===== src/design/impmc_pkg.sv =====
package impmc_pkg;

   // ****************************************************
   // clock and timing
   // ****************************************************
   localparam int CLK_NS = 10;
   localparam int TICK_NS = 39000;
   localparam int TICK_CYC = TICK_NS / CLK_NS;
   localparam int POWERUP_MS = 10;
   localparam int POWERUP_CYC = POWERUP_MS * 1_000_000 / CLK_NS;
   localparam int GYR_FSU_MS = 10;
   localparam int GYR_FSU_CYC = GYR_FSU_MS * 1_000_000 / CLK_NS;
   localparam int GYR_SU_MS = 55;
   localparam int GYR_SU_CYC = GYR_SU_MS * 1_000_000 / CLK_NS;
   localparam int SETTLE_TICKS = 2;

   // ****************************************************
   // register indexes, byte address is four times the index
   // ****************************************************
   localparam logic [7:0] IDX_ERR = 8'h02;
   localparam logic [7:0] IDX_PMU_STATUS = 8'h03;
   localparam logic [7:0] IDX_GYR_DATA = 8'h0C;
   localparam logic [7:0] IDX_ACC_DATA = 8'h12;
   localparam logic [7:0] IDX_TIME = 8'h18;
   localparam logic [7:0] IDX_QUEUE_DATA = 8'h24;
   localparam logic [7:0] IDX_ACCEL_RATE_FILTER_CONFIG = 8'h40;
   localparam logic [7:0] IDX_ROTATION_RATE_FILTER_CONFIG = 8'h42;
   localparam logic [7:0] IDX_QUEUE_DECIM = 8'h45;
   localparam logic [7:0] IDX_MODE_CMD = 8'h7E;

   // ****************************************************
   // fields and reset values
   // ****************************************************
   localparam int ACC_ODR_LSB = 0;
   localparam int ACC_AVG_LSB = 4;
   localparam int ACCEL_UNDERSAMPLE_ENABLE_BIT = 7;
   localparam int GYR_ODR_LSB = 0;
   localparam int QD_GYR_LSB = 0;
   localparam int QD_ACC_LSB = 4;
   localparam int MODE_ACC_LSB = 0;
   localparam int MODE_GYR_LSB = 2;
   localparam int ERR_ACC_BIT = 0;
   localparam int ERR_GYR_BIT = 1;
   localparam logic [7:0] ACCEL_RATE_FILTER_CONFIG_RST = 8'h28;
   localparam logic [7:0] ROTATION_RATE_FILTER_CONFIG_RST = 8'h28;
   localparam logic [7:0] QUEUE_DECIM_RST = 8'h00;

   // ****************************************************
   // rates as sensor time bit numbers
   // ****************************************************
   localparam logic [4:0] GYR_RATE_BIT = 5'h04 - 5'h02;
   localparam logic [4:0] ACC_RATE_BIT = 5'h04;
   localparam logic [4:0] ODR_BIT_BASE = 5'h10;
   localparam logic [3:0] ACC_ODR_MIN = 4'h1;
   localparam logic [3:0] ACC_ODR_MIN_NUS = 4'h5;
   localparam logic [3:0] ACC_ODR_MAX = 4'hC;
   localparam logic [3:0] GYR_ODR_MIN = 4'h6;
   localparam logic [3:0] GYR_ODR_MAX = 4'hD;

   // ****************************************************
   // modes
   // ****************************************************
   typedef enum logic [1:0] {
      ACC_SUSPEND = 2'h0,
      ACC_NORMAL = 2'h1,
      ACC_LOWPOWER = 2'h2
   } impmc_acc_mode_t;

   localparam logic [1:0] GYR_CMD_SUSPEND = 2'h0;
   localparam logic [1:0] GYR_CMD_NORMAL = 2'h1;
   localparam logic [1:0] GYR_CMD_FSU = 2'h3;

   typedef enum logic [3:0] {
      GYR_SUSPEND = 4'b0001,
      GYR_START = 4'b0010,
      GYR_NORMAL = 4'b0100,
      GYR_FSU = 4'b1000
   } impmc_gyr_state_t;

endpackage : impmc_pkg


===== src/design/impmc_power_mode_control.sv =====
`timescale 1ns/1ps

// Function
// - both sensors start in suspend after power up
// - power up sequence finishes within 10 ms
// - raw sampling fixed at 6400 Hz rotation, 1600 Hz acceleration
// - each stream low passed and decimated to its configured output rate
// - extra frame dropping decimation feeds queue and interrupt path
// - sensor time advances in step with data register updates
// - accel normal, low power, suspend; gyro normal, suspend, fast start
// - suspend takes no samples and keeps data; host avoids queue reads
// - fast start keeps last sample, no acquisition, normal within 10 ms
// - only one sensor changes mode per step; host never goes diagonal
// - normal versus low power does not change accel output data
// - accel low power with undersampling alternates suspend and normal each interval
// - accel stays normal when the sleep gap is too short
// - undersampling makes normal mimic low power; low power swaps clock
// - active window is settling time plus averaged samples over 1600 Hz
// - power mode and output rate are set independently
// - averaging counts 1 to 128 in powers of two with undersampling
// - undersample bit set runs accel in undersampling mode
// - illegal configuration raises an error code

module impmc_power_mode_control
#(
   parameter int P_POWERUP_CYC = impmc_pkg::POWERUP_CYC,
   parameter int P_GYR_SU_CYC = impmc_pkg::GYR_SU_CYC,
   parameter int P_GYR_FSU_CYC = impmc_pkg::GYR_FSU_CYC
)
(
   input wire logic i_mclk,
   input wire logic i_rst,
   input wire logic [9:0] i_avs_address,
   input wire logic i_avs_read,
   input wire logic i_avs_write,
   input wire logic [31:0] i_avs_writedata,
   input wire logic [3:0] i_avs_byteenable,
   output logic [31:0] o_avs_readdata,
   output logic o_avs_waitrequest,
   input wire logic signed [15:0] i_accel_raw,
   input wire logic signed [15:0] i_gyro_raw,
   output logic o_accel_analog_on,
   output logic o_gyro_analog_on,
   output logic o_accel_lp_clock,
   output logic o_accel_update,
   output logic o_gyro_update,
   output logic o_queue_update,
   output logic o_ready
);

   impmc_pkg::impmc_acc_mode_t acc_mode_reg;
   impmc_pkg::impmc_gyr_state_t gyr_state_reg;
   logic [22:0] por_cnt_reg;
   logic ready_reg;
   logic [11:0] div_reg;
   logic tick;
   logic [23:0] time_reg;
   logic [23:0] next_time;
   logic ack_reg;
   logic req;
   logic wr_take;
   logic [7:0] idx;
   logic [31:0] rd_mux;
   logic [7:0] accel_rate_filter_config_reg;
   logic [7:0] rotation_rate_filter_config_reg;
   logic [7:0] queue_decim_reg;
   logic [7:0] err_reg;
   logic [22:0] gyr_timer_reg;
   logic [1:0] acc_req;
   logic [1:0] gyr_req;
   logic [1:0] gyr_code;
   logic acc_chg;
   logic gyr_chg;
   logic cmd_we;
   logic [3:0] acc_odr;
   logic [2:0] acc_avg;
   logic accel_undersample_enable;
   logic [4:0] acc_odr_bit;
   logic [4:0] gyr_odr_bit;
   logic [23:0] acc_mask;
   logic [23:0] acc_phase;
   logic [23:0] acc_window;
   logic [23:0] acc_interval;
   logic gap_short;
   logic awake;
   logic acc_active;
   logic acc_sample_en;
   logic gyr_active;
   logic acc_bad;
   logic gyr_bad;
   logic signed [15:0] acc_data;
   logic signed [15:0] gyr_data;
   logic signed [15:0] acc_qdata;
   logic signed [15:0] gyr_qdata;
   logic acc_qupd;
   logic gyr_qupd;

   // ****************************************************
   // power up sequence
   // ****************************************************
   always_ff @(posedge i_mclk)
   begin
      if (i_rst)
      begin
         por_cnt_reg <= 23'h00_0000;
         ready_reg <= 1'b0;
      end
      else if (!ready_reg)
      begin
         por_cnt_reg <= por_cnt_reg + 23'h00_0001;
         if (por_cnt_reg == 23'(P_POWERUP_CYC - 1))
            ready_reg <= 1'b1;
      end
   end

   assign o_ready = ready_reg;

   // ****************************************************
   // sensor time
   // ****************************************************
   assign tick = div_reg == 12'(impmc_pkg::TICK_CYC - 1);
   assign next_time = time_reg + 24'h00_0001;

   always_ff @(posedge i_mclk)
   begin
      if (i_rst)
      begin
         div_reg <= 12'h000;
         time_reg <= 24'h00_0000;
      end
      else if (tick)
      begin
         div_reg <= 12'h000;
         time_reg <= next_time;
      end
      else
         div_reg <= div_reg + 12'h001;
   end

   // ****************************************************
   // register bus slave
   // ****************************************************
   assign req = i_avs_read | i_avs_write;
   assign idx = i_avs_address[9:2];
   assign wr_take = i_avs_write & ack_reg;
   assign o_avs_waitrequest = !ready_reg | (req & !ack_reg);

   always_ff @(posedge i_mclk)
   begin
      if (i_rst)
         ack_reg <= 1'b0;
      else
         ack_reg <= req & ready_reg & !ack_reg;
   end

   always_ff @(posedge i_mclk)
   begin
      if (i_rst)
         o_avs_readdata <= 32'h0000_0000;
      else if (i_avs_read & ready_reg & !ack_reg)
         o_avs_readdata <= rd_mux;
   end

   always_comb
   begin
      rd_mux = 32'h0000_0000;
      case (idx)
         impmc_pkg::IDX_ERR: rd_mux = {24'h00_0000, err_reg};
         impmc_pkg::IDX_PMU_STATUS:
            rd_mux = {24'h00_0000, ready_reg, o_accel_lp_clock,
                      o_accel_analog_on, gyr_state_reg == impmc_pkg::GYR_START,
                      gyr_code, acc_mode_reg};
         impmc_pkg::IDX_GYR_DATA: rd_mux = {16'h0000, gyr_data};
         impmc_pkg::IDX_ACC_DATA: rd_mux = {16'h0000, acc_data};
         impmc_pkg::IDX_TIME: rd_mux = {8'h00, time_reg};
         impmc_pkg::IDX_QUEUE_DATA: rd_mux = {gyr_qdata, acc_qdata};
         impmc_pkg::IDX_ACCEL_RATE_FILTER_CONFIG: rd_mux = {24'h00_0000, accel_rate_filter_config_reg};
         impmc_pkg::IDX_ROTATION_RATE_FILTER_CONFIG: rd_mux = {24'h00_0000, rotation_rate_filter_config_reg};
         impmc_pkg::IDX_QUEUE_DECIM:
            rd_mux = {24'h00_0000, queue_decim_reg};
         default: rd_mux = 32'h0000_0000;
      endcase
   end

   // ****************************************************
   // configuration registers
   // ****************************************************
   always_ff @(posedge i_mclk)
   begin
      if (i_rst)
      begin
         accel_rate_filter_config_reg <= impmc_pkg::ACCEL_RATE_FILTER_CONFIG_RST;
         rotation_rate_filter_config_reg <= impmc_pkg::ROTATION_RATE_FILTER_CONFIG_RST;
         queue_decim_reg <= impmc_pkg::QUEUE_DECIM_RST;
      end
      else if (wr_take & i_avs_byteenable[0])
      begin
         if (idx == impmc_pkg::IDX_ACCEL_RATE_FILTER_CONFIG)
            accel_rate_filter_config_reg <= i_avs_writedata[7:0];
         if (idx == impmc_pkg::IDX_ROTATION_RATE_FILTER_CONFIG)
            rotation_rate_filter_config_reg <= i_avs_writedata[7:0];
         if (idx == impmc_pkg::IDX_QUEUE_DECIM)
            queue_decim_reg <= i_avs_writedata[7:0];
      end
   end

   assign acc_odr = accel_rate_filter_config_reg[impmc_pkg::ACC_ODR_LSB +: 4];
   assign acc_avg = accel_rate_filter_config_reg[impmc_pkg::ACC_AVG_LSB +: 3];
   assign accel_undersample_enable = accel_rate_filter_config_reg[impmc_pkg::ACCEL_UNDERSAMPLE_ENABLE_BIT];
   assign acc_odr_bit = impmc_pkg::ODR_BIT_BASE - {1'b0, acc_odr};
   assign gyr_odr_bit = impmc_pkg::ODR_BIT_BASE -
                        {1'b0, rotation_rate_filter_config_reg[impmc_pkg::GYR_ODR_LSB +: 4]};

   // ****************************************************
   // error code
   // ****************************************************
   assign acc_bad = acc_odr < impmc_pkg::ACC_ODR_MIN ||
                    acc_odr > impmc_pkg::ACC_ODR_MAX ||
                    (!accel_undersample_enable && acc_odr < impmc_pkg::ACC_ODR_MIN_NUS);
   assign gyr_bad =
      rotation_rate_filter_config_reg[impmc_pkg::GYR_ODR_LSB +: 4] < impmc_pkg::GYR_ODR_MIN ||
      rotation_rate_filter_config_reg[impmc_pkg::GYR_ODR_LSB +: 4] > impmc_pkg::GYR_ODR_MAX;

   always_ff @(posedge i_mclk)
   begin
      if (i_rst)
         err_reg <= 8'h00;
      else
      begin
         err_reg <= 8'h00;
         err_reg[impmc_pkg::ERR_ACC_BIT] <= acc_bad;
         err_reg[impmc_pkg::ERR_GYR_BIT] <= gyr_bad;
      end
   end

   // ****************************************************
   // mode requests
   // ****************************************************
   assign cmd_we = wr_take & i_avs_byteenable[0] &
                   (idx == impmc_pkg::IDX_MODE_CMD);
   assign acc_req = i_avs_writedata[impmc_pkg::MODE_ACC_LSB +: 2];
   assign gyr_req = i_avs_writedata[impmc_pkg::MODE_GYR_LSB +: 2];
   assign gyr_code = (gyr_state_reg == impmc_pkg::GYR_NORMAL ||
                      gyr_state_reg == impmc_pkg::GYR_START) ?
                     impmc_pkg::GYR_CMD_NORMAL :
                     (gyr_state_reg == impmc_pkg::GYR_FSU) ?
                     impmc_pkg::GYR_CMD_FSU : impmc_pkg::GYR_CMD_SUSPEND;
   assign acc_chg = acc_req != 2'h3 && acc_req != acc_mode_reg;
   assign gyr_chg = gyr_req != 2'h2 && gyr_req != gyr_code;

   always_ff @(posedge i_mclk)
   begin
      if (i_rst)
         acc_mode_reg <= impmc_pkg::ACC_SUSPEND;
      else if (cmd_we && acc_chg && !gyr_chg)
         acc_mode_reg <= impmc_pkg::impmc_acc_mode_t'(acc_req);
   end

   // ****************************************************
   // gyro state machine
   // ****************************************************
   always_ff @(posedge i_mclk)
   begin
      if (i_rst)
      begin
         gyr_state_reg <= impmc_pkg::GYR_SUSPEND;
         gyr_timer_reg <= 23'h00_0000;
      end
      else if (cmd_we && gyr_chg && !acc_chg)
      begin
         case (gyr_req)
            impmc_pkg::GYR_CMD_NORMAL:
            begin
               gyr_state_reg <= impmc_pkg::GYR_START;
               if (gyr_state_reg == impmc_pkg::GYR_FSU)
                  gyr_timer_reg <= 23'(P_GYR_FSU_CYC - 1);
               else
                  gyr_timer_reg <= 23'(P_GYR_SU_CYC - 1);
            end
            impmc_pkg::GYR_CMD_FSU: gyr_state_reg <= impmc_pkg::GYR_FSU;
            default: gyr_state_reg <= impmc_pkg::GYR_SUSPEND;
         endcase
      end
      else
      begin
         case (gyr_state_reg)
            impmc_pkg::GYR_START:
            begin
               if (gyr_timer_reg == 23'h00_0000)
                  gyr_state_reg <= impmc_pkg::GYR_NORMAL;
               else
                  gyr_timer_reg <= gyr_timer_reg - 23'h00_0001;
            end
            impmc_pkg::GYR_SUSPEND,
            impmc_pkg::GYR_NORMAL,
            impmc_pkg::GYR_FSU: gyr_state_reg <= gyr_state_reg;
            default: gyr_state_reg <= impmc_pkg::GYR_SUSPEND;
         endcase
      end
   end

   // fast start keeps the drive running, so analog is only off in suspend
   assign gyr_active = gyr_state_reg == impmc_pkg::GYR_NORMAL;
   assign o_gyro_analog_on = gyr_state_reg != impmc_pkg::GYR_SUSPEND;

   // ****************************************************
   // accel duty cycling
   // ****************************************************
   assign acc_mask = (24'h1 << acc_odr_bit) - 24'h1;
   assign acc_phase = time_reg & acc_mask;
   assign acc_interval = 24'h1 << acc_odr_bit;
   // one sample at 1600 Hz lasts sixteen sensor time ticks
   assign acc_window = 24'(impmc_pkg::SETTLE_TICKS) +
                       (24'h10 << acc_avg);
   assign gap_short = acc_window >= acc_interval;
   assign awake = gap_short || acc_phase < acc_window;
   assign acc_active = acc_mode_reg != impmc_pkg::ACC_SUSPEND;

   // same gate in normal and low power keeps the data identical
   assign acc_sample_en = acc_active & (!accel_undersample_enable | awake);
   assign o_accel_analog_on = acc_active &
      (acc_mode_reg == impmc_pkg::ACC_NORMAL | !accel_undersample_enable | awake);
   assign o_accel_lp_clock =
      acc_mode_reg == impmc_pkg::ACC_LOWPOWER & !gap_short;

   // ****************************************************
   // data streams
   // ****************************************************
   impmc_stream u_acc_stream
   (
      .i_mclk(i_mclk),
      .i_rst(i_rst),
      .i_tick(tick),
      .i_next_time(next_time),
      .i_rate_bit(impmc_pkg::ACC_RATE_BIT),
      .i_odr_bit(acc_odr_bit),
      .i_downs(queue_decim_reg[impmc_pkg::QD_ACC_LSB +: 3]),
      .i_active(acc_active),
      .i_sample_en(acc_sample_en),
      .i_raw(i_accel_raw),
      .o_data(acc_data),
      .o_update(o_accel_update),
      .o_queue_data(acc_qdata),
      .o_queue_update(acc_qupd)
   );

   impmc_stream u_gyr_stream
   (
      .i_mclk(i_mclk),
      .i_rst(i_rst),
      .i_tick(tick),
      .i_next_time(next_time),
      .i_rate_bit(impmc_pkg::GYR_RATE_BIT),
      .i_odr_bit(gyr_odr_bit),
      .i_downs(queue_decim_reg[impmc_pkg::QD_GYR_LSB +: 3]),
      .i_active(gyr_active),
      .i_sample_en(gyr_active),
      .i_raw(i_gyro_raw),
      .o_data(gyr_data),
      .o_update(o_gyro_update),
      .o_queue_data(gyr_qdata),
      .o_queue_update(gyr_qupd)
   );

   assign o_queue_update = acc_qupd | gyr_qupd;

endmodule : impmc_power_mode_control


===== src/design/impmc_stream.sv =====
`timescale 1ns/1ps

module impmc_stream
(
   input wire logic i_mclk,
   input wire logic i_rst,
   input wire logic i_tick,
   input wire logic [23:0] i_next_time,
   input wire logic [4:0] i_rate_bit,
   input wire logic [4:0] i_odr_bit,
   input wire logic [2:0] i_downs,
   input wire logic i_active,
   input wire logic i_sample_en,
   input wire logic signed [15:0] i_raw,
   output logic signed [15:0] o_data,
   output logic o_update,
   output logic signed [15:0] o_queue_data,
   output logic o_queue_update
);

   logic signed [15:0] filt_reg;
   logic [4:0] queue_bit;
   logic sample_hit;
   logic odr_hit;
   logic queue_hit;

   // true when the sensor time boundary of bit b is crossed
   function automatic logic hit(input logic [23:0] t, input logic [4:0] b);
      logic [23:0] mask;
      mask = (24'h1 << b) - 24'h1;
      return (t & mask) == 24'h0;
   endfunction : hit

   assign queue_bit = 5'(i_odr_bit + {2'b00, i_downs});
   assign sample_hit = i_tick & hit(i_next_time, i_rate_bit);
   assign odr_hit = i_tick & i_active & hit(i_next_time, i_odr_bit);
   assign queue_hit = i_tick & i_active & hit(i_next_time, queue_bit);

   // ****************************************************
   // fixed rate sampling and low pass
   // ****************************************************
   always_ff @(posedge i_mclk)
   begin
      if (i_rst)
         filt_reg <= 16'sh0000;
      else if (sample_hit & i_sample_en)
         filt_reg <= filt_reg - (filt_reg >>> 2) + (i_raw >>> 2);
   end

   // ****************************************************
   // output rate decimation
   // ****************************************************
   always_ff @(posedge i_mclk)
   begin
      if (i_rst)
      begin
         o_data <= 16'sh0000;
         o_update <= 1'b0;
      end
      else
      begin
         o_update <= odr_hit;
         if (odr_hit)
            o_data <= filt_reg;
      end
   end

   // whole frames between queue updates are dropped
   always_ff @(posedge i_mclk)
   begin
      if (i_rst)
      begin
         o_queue_data <= 16'sh0000;
         o_queue_update <= 1'b0;
      end
      else
      begin
         o_queue_update <= queue_hit;
         if (queue_hit)
            o_queue_data <= filt_reg;
      end
   end

endmodule : impmc_stream


===== config.mk =====
export PLATFORM = sky130hd
export DESIGN_NAME = impmc_power_mode_control
export DESIGN_NICKNAME = d
export VERILOG_FILES = /design/src/design/impmc_pkg.sv /design/src/design/impmc_power_mode_control.sv /design/src/design/impmc_stream.sv
export SDC_FILE = /design/constraint.sdc
export NUM_CORES = 1
export LEC_CHECK = 0
export BUFFER_PORTS_ARGS = -buffer_cell sky130_fd_sc_hd__buf_2
export CORE_ASPECT_RATIO = 1.1
export CORE_MARGIN = 2
export CORE_UTILIZATION = 38
export DETAILED_ROUTE_END_ITERATION = 12
export SETUP_SLACK_MARGIN = 0.4
export SLEW_MARGIN = 20
export SYNTH_ARGS = -nofsm -noshare
export SYNTH_HDL_FRONTEND = slang
export SYNTH_SLANG_ARGS = --single-unit

===== constraint.sdc =====
create_clock -name i_mclk -period 8.3 [get_ports i_mclk]
set_input_delay 0.415 -clock i_mclk [delete_from_list [all_inputs] [get_ports i_mclk]]
set_output_delay 0.415 -clock i_mclk [all_outputs]
set_load 0.005 [all_outputs]

After elaboration in Yosys (flattened, before gate mapping)
Index checks and enable logic that the tools add are counted.
Storage, ports and cells
  input port bits: 82
  bits in latches: 0
  ROM bits: 0
  memories: 0
  memory bits (writable): 0
  output and inout port bits: 40
  register bits: 254
  logic and storage cells: 162
Operators by class
  bitwise logic cells: 32
  $add $sub $neg: 17
  equality and inequality tests: 29
  reduce and logical (&&, ||, !) cells: 34
  mux-type cells: 14
  multiply operators: 0
  shift operators: 5
  magnitude comparators: 7
  divide/modulo/power cells: 0
Operator list (number)
  $pmux 32 s9: 1
  $logic_not 24->1: 6
  $and 24x24->24: 5
  $mux 23: 5
  $shl 1x5->24 const A: 4
  $sub 24x1->24 const B: 4
  $add 16x14->16: 2
  $eq 8x7->1 const B: 4
  $sub 16x14->16: 2
  $add 2x24->24 const A: 1
  $add 24x1->24 const B: 1
  $ge 24x24->1: 1
  $lt 24x24->1: 1
  $shl 5x3->24 const A: 1
  $add 23x1->23 const B: 1
  $eq 23x20->1 const B: 1
  $logic_not 23->1: 1
  $sub 23x1->23 const B: 1
  $and 1x1->1: 21
  $eq 8x2->1 const B: 2
  $eq 8x5->1 const B: 2
  $pmux 4 s2: 2
  $add 12x1->12 const B: 1
  $eq 12x12->1 const B: 1
  other kinds (30): 67

Longest topological paths before layout
  depth in word-level cells: 9
  mapped depth: 27
  gate-level depth less buffers: 23

Hierarchy
Synthesis repeated with hierarchy kept, for this count alone.
Unflattened totals
  cells, all modules: 2472
  area total of the unflattened synthesis: 18915.6 sq um
By module, submodules not included
  impmc_power_mode_control: seq. area each 2962.8 sq um, cells an instance 1179, times used 1, area each 9023.7 sq um
  impmc_stream at u_gyr_stream: seq. area each 1001.0 sq um, cells an instance 648, times used 1, area each 5013.6 sq um
  impmc_stream at u_acc_stream: seq. area each 1001.0 sq um, cells an instance 645, times used 1, area each 4878.4 sq um

Worst setup path before layout
OpenSTA, ideal clock, no wires.
  kind: register -> register
  start: register rotation_rate_filter_config_reg[1]
  end: register u_gyr_stream.o_queue_data[10]
  data required time: 8.172 ns
  setup slack: 3.111 ns
  period minus slack after synthesis: 5.189 ns
  data arrival time: 5.061 ns
  stages on the path, launching flop included: 23
  path through: dfxtp_1 -> buf_2 -> inv_1 -> ha_1 -> ha_1 -> ha_1 -> buf_2 -> nor2b_1 -> o211ai_1 -> o21ai_2 -> nand3_1 -> ha_1 -> buf_1 -> nand2_1 -> a2111oi_0 -> mux2_2 -> or2_2 -> a2111oi_0 -> nand4_1 -> nor4_4 -> buf_6 -> mux2i_1 -> nor2_1
Between the ends
  cells in the longest elaborated chain, start to end: 7
RTL lines
  start: declaration: RTL line impmc_power_mode_control.sv:65  | logic [7:0] rotation_rate_filter_config_reg;
  start signal: assignment: RTL line impmc_power_mode_control.sv:193  | rotation_rate_filter_config_reg <= impmc_pkg::ROTATION_RATE_FILTER_CONFIG_RST;
  start signal: assignment: RTL line impmc_power_mode_control.sv:201  | rotation_rate_filter_config_reg <= i_avs_writedata[7:0];
  $sub 5x4->5: RTL line impmc_power_mode_control.sv:211  | assign gyr_odr_bit = impmc_pkg::ODR_BIT_BASE -
  $add 5x3->5: RTL line impmc_stream.sv:34  | assign queue_bit = 5'(i_odr_bit + {2'b00, i_downs});
  $shl 1x5->24: RTL line impmc_stream.sv:30  | mask = (24'h1 << b) - 24'h1;
  $sub 24x1->24: RTL line impmc_stream.sv:30
  $and 24x24->24: RTL line impmc_stream.sv:31  | return (t & mask) == 24'h0;
  $logic_not 24->1: RTL line impmc_stream.sv:31
  $and 1x1->1: RTL line impmc_stream.sv:37  | assign queue_hit = i_tick & i_active & hit(i_next_time, queue_bit);
  end signal: assignment: RTL line impmc_stream.sv:80  | o_queue_data <= filt_reg;
  end: declaration: RTL line impmc_stream.sv:17  | output logic signed [15:0] o_queue_data,
No other way between the ends.
A chain may end at the register's enable or synchronous reset.

Worst setup path after layout
  start: register accel_rate_filter_config_reg[0]
  end: output o_accel_analog_on
Between the ends
  cells in the longest elaborated chain, start to end: 8
RTL lines
  start: declaration: RTL line impmc_power_mode_control.sv:64  | logic [7:0] accel_rate_filter_config_reg;
  start signal: assignment: RTL line impmc_power_mode_control.sv:192  | accel_rate_filter_config_reg <= impmc_pkg::ACCEL_RATE_FILTER_CONFIG_RST;
  start signal: assignment: RTL line impmc_power_mode_control.sv:199  | accel_rate_filter_config_reg <= i_avs_writedata[7:0];
  $sub 5x4->5 *: RTL line impmc_power_mode_control.sv:210  | assign acc_odr_bit = impmc_pkg::ODR_BIT_BASE - {1'b0, acc_odr};
  $shl 1x5->24 *: RTL line impmc_power_mode_control.sv:309, impmc_power_mode_control.sv:311
  $sub 24x1->24: RTL line impmc_power_mode_control.sv:309  | assign acc_mask = (24'h1 << acc_odr_bit) - 24'h1;
  $and 24x24->24: RTL line impmc_power_mode_control.sv:310  | assign acc_phase = time_reg & acc_mask;
  $lt 24x24->1: RTL line impmc_power_mode_control.sv:316  | assign awake = gap_short || acc_phase < acc_window;
  $logic_or 1x1->1 *: RTL line impmc_power_mode_control.sv:316
  $or 1x1->1 *: RTL line impmc_power_mode_control.sv:322  | (acc_mode_reg == impmc_pkg::ACC_NORMAL | !accel_undersample_enable | awake);
  $and 1x1->1 *: RTL line impmc_power_mode_control.sv:321  | assign o_accel_analog_on = acc_active &
  end: declaration: RTL line impmc_power_mode_control.sv:42  | output logic o_accel_analog_on,
Mark *: on every way between the ends. The rest lies on a longest branch, timed or not.

==> results.toml <==
[placement]
io_buffers = 88
place_area_um2 = 19050
post-place-cells = 2979
pre_cts_ws_ns = 1.594
hpwl_um = 44810
gp_congestion = 0.9585

[timing]
whs_ns = 0.1593
worstMarginPinSlew_ns = 1.101
setup_ws_ns = 1.115
layout_min_cycle_time_ns = 7.185
hold_viol_final = 0
period_share_pct = 86.57
setup_viol = 0
grt_setup_unrepaired = "false"
fmaxAchievable_mhz = 139.2
fin_tns_setup_ns = 0
clock_skew_ns = 0.02393
drv_slew = 0
slew-limit-headroom_pct = 26.59

[synth]
syn_avg_cell_area_um2 = 7.713
ys_dominant_reg_cell = "dfxtp_1"
syn_inst = 2354
async_flop_share_pct = 0
yosysWarnings = 0
synth_area_um2 = 18160
yosys.cell_types.count = 105
synth-seq-cells = 248
synthesis.nets = 2546
ys_seq_area_share_pct = 27.34
synth_edf_count = 0

[clock_tree]
cts.sinks = 248
cts_hold_buf = 0
cts_root_buf = "clkbuf_16"
ctsResizeCount = 0
cts_tree = "done"
cts_buffer_depth = 3
cts_setup_buffers = 0
cts_htree_levels = 1
cts_made_buffers = 27
clk_latency_ns = 0.57
path_clk_slew_ns = 0.06

[worst_setup_path]
path_buf_inv = 3
startpoint = "accel_rate_filter_config_reg[0]"
max_stage_delay_ns = 0.75
start_kind = "register"
rrSetupSlack_ns = 1.38
crit_family = "compound AO/OA/AOI/OAI gates"
reg2reg_to = "u_acc_stream.o_queue_data[10]"
critPathRequiredTime_ns = 7.89
cp_data_arrival_time_ns = 6.77
path_common_cell = "ha_1"
worst_r2r_path_depth = 19
worst_path_max_delay_cell = "dfxtp_1"
regToRegStartpoint = "accel_rate_filter_config_reg[0]"
worst-path-max-fanout = 23
worstPathCellList = "inv_1 > ha_1 > nor2b_1 > a21o_1 > and2_1 > nand2_2 > ha_1 > inv_1 > a311oi_2 > nand3_1 > xor2_1 > and2_1 > ha_1 > a21oi_1 > nand2_1 > a21oi_1 > o211ai_1 > a211o_1 > a311oi_1 > and4_1 > or4_1 > a21boi_0 > buf_2"
crit_type = "reg2out"
end_kind = "primary output"

[power_and_ir_drop]
seqPwrFrac_pct = 47.2
p_int_mw = 1.916
p_total_mw = 2.529
powerDensity_nw_per_um2 = 127.3
power.leakage_nw = 7.713
power_frac_clock_pct = 46.1
irDropWorstVdd_uv = 152.5
combPwrFrac_pct = 6.7
p_sw_share_pct = 24.25
power.net_switching_uw = 613.5

[global_routing]
grt_max_degree = 95
grt_pass1_vias = 16740
antenna_found_initial = 0
overflow = 0
grtUsageTotal_pct = 24.07
grt_pass1_wl_um = 94460

[routing]
postRouteAntennaNets = 0
drt_first_pass_iters = 6
viasPerCell = 5.836
first_iter_violations = 1497
routedWlPerCell_um = 19.91
routed_wirelength_um = 60220
drc = 0
vias = 17650

[floorplanning]
start_util_pct = 38.22
rows = 84
dieArea_um2 = 49550
io-pin-count = 122
die_w_um = 212.4
coreArea_um2 = 47510
die_h_um = 233.3

[job]
drv_cap = 0

[hold_path]
min_from = "i_avs_write"
min_path_cells = 3
min_path_type = "in2reg"
hold_path_end = "ack_reg"

[layout]
stdcell_count = 3024
fillers = 4992
final_common_cell = "nor2_1"
largest_register_ffs = 32
syn_to_final_growth_pct = 9.476
postLayoutCoreUtil_pct = 41.84
fin_nets = 2555
final_cell_mix = "269 x nor2_1, 248 x dfxtp_1, 207 x nand2_1"
drive_gt1_share_pct = 9.290
antenna_cells = 0
design_area_um2 = 19880

[status]
status = "complete, no violations"
[cell usage after synthesis (6+ instances only)]
| cell | n | area, um2 |
|---|---|---|
| nor2b_1 | 26 | 162.7 |
| o21bai_1 | 10 | 75.07 |
| a21oi_1 | 173 | 865.8 |
| nor3_1 | 68 | 340.3 |
| fa_1 | 32 | 640.6 |
| o21a_1 | 12 | 90.09 |
| inv_1 | 169 | 634.4 |
| nand4_1 | 48 | 300.3 |
| a221oi_1 | 25 | 219.0 |
| nor2_1 | 269 | 1010 |
| xor2_1 | 53 | 464.2 |
| o31ai_1 | 27 | 202.7 |
| buf_2 | 27 | 135.1 |
| o211a_1 | 9 | 90.09 |
| nor4b_1 | 9 | 78.83 |
| or3_1 | 33 | 206.5 |
| or2_2 | 13 | 81.33 |
| and3_1 | 23 | 143.9 |
| and2_1 | 21 | 131.4 |
| a211o_1 | 7 | 61.31 |
| a2111oi_0 | 11 | 96.34 |
| o22ai_1 | 10 | 62.56 |
| buf_4 | 6 | 45.04 |
| a21boi_0 | 8 | 60.06 |
| nor4_1 | 36 | 225.2 |
| a21o_1 | 23 | 172.7 |
| dfxtp_1 | 248 | 4965 |
| nand2_1 | 207 | 777.0 |
| xnor2_1 | 71 | 621.9 |
| nand2b_1 | 21 | 131.4 |
| a211oi_1 | 26 | 195.2 |
| mux2i_1 | 71 | 710.7 |
| o211ai_1 | 17 | 127.6 |
| ha_1 | 78 | 975.9 |
| nand3b_1 | 11 | 82.58 |
| a222oi_1 | 19 | 190.2 |
| clkbuf_1 | 96 | 360.4 |
| a31oi_1 | 14 | 87.58 |
| buf_1 | 7 | 26.28 |
| or4_1 | 10 | 75.07 |
| buf_6 | 6 | 67.56 |
| and4_1 | 9 | 78.83 |
| a22oi_1 | 10 | 75.07 |
| o21ai_0 | 89 | 445.4 |
| nand3_1 | 78 | 390.4 |
[worst reg2reg max path, stage by stage, from the launching register on]
cell and delay, ns:
dfxtp_1 0.75, inv_1 0.19, ha_1 0.48, and2b_1 0.42, nor2_1 0.07, ha_1 0.35, a211oi_1 0.40, a21oi_1 0.10
a2111oi_0 0.69, or2_2 0.30, nor2_1 0.09, nand2_1 0.10, ha_1 0.31, o31a_1 0.41, o211ai_2 0.29, nand2_1 0.12
o211ai_1 0.11, nand4b_1 0.89, o31ai_1 0.57, a21oi_1 0.11
[cell families (layout without fill, tap and decap cells)]
family | after synthesis | in the layout | synth area share, %
AOI/OAI and AO/OA | 559 | 559 | 20.85
xor gates and xnor gates | 125 | 125 | 6.071
adders and majority gates | 110 | 110 | 8.904
buffers and inverters | 311 | 336 | 6.988
DFF | 248 | 248 | 27.34
muxes | 76 | 76 | 4.224
and+or+nand+nor | 925 | 925 | 25.62
[worst max path at each step]
| stage | slack (ns) | depth (start not counted) | end |
|---|---|---|---|
| after global routing | 0.69 | 23 | o_accel_analog_on |
| after floorplan | 3.11 | 22 | u_gyr_stream.o_queue_data[10] |
| after CTS | 1.17 | 23 | o_accel_analog_on |
| final | 1.11 | 23 | o_accel_analog_on |
| after detailed placement | 1.59 | 19 | u_acc_stream.o_queue_data[10] |
| after global placement | 1.73 | 19 | u_acc_stream.o_queue_data[14] |
[cell type report]
type                       count  area, um2  share of cell area, %
clock inverter                 9      83.83                 0.4218
multi-input combinational   1795      11940                  60.08
tap                          645      807.0                  4.060
inverter                     169      634.4                  3.191
sequential                   248       4965                  24.98
timing repair buffer         122      705.7                  3.550
clock buffer                  36      739.5                  3.720
[per-layer routing]
layer	vias up	share of wire, %	track usage (%)
met3	143	6.3	3.159
met4	0	4.5	10.38
met5	-	0	0
met2	650	47	40.91
met1	8425	42	30.47
li1	8430	-	-
[power by group through the flow]
stage | registers [mW] | logic (mW) | clock network (mW)
6_report | 1.19 | 0.169 | 1.17
5_1_grt | 1.19 | 0.194 | 1.24
4_1_cts | 1.19 | 0.170 | 1.19
3_5_place_dp | 1.22 | 0.169 | 0
3_3_place_gp | 1.22 | 0.166 | 0
2_1_floorplan | 1.22 | 0.126 | 0
Note: power is estimated with default switching activity, not from simulation.
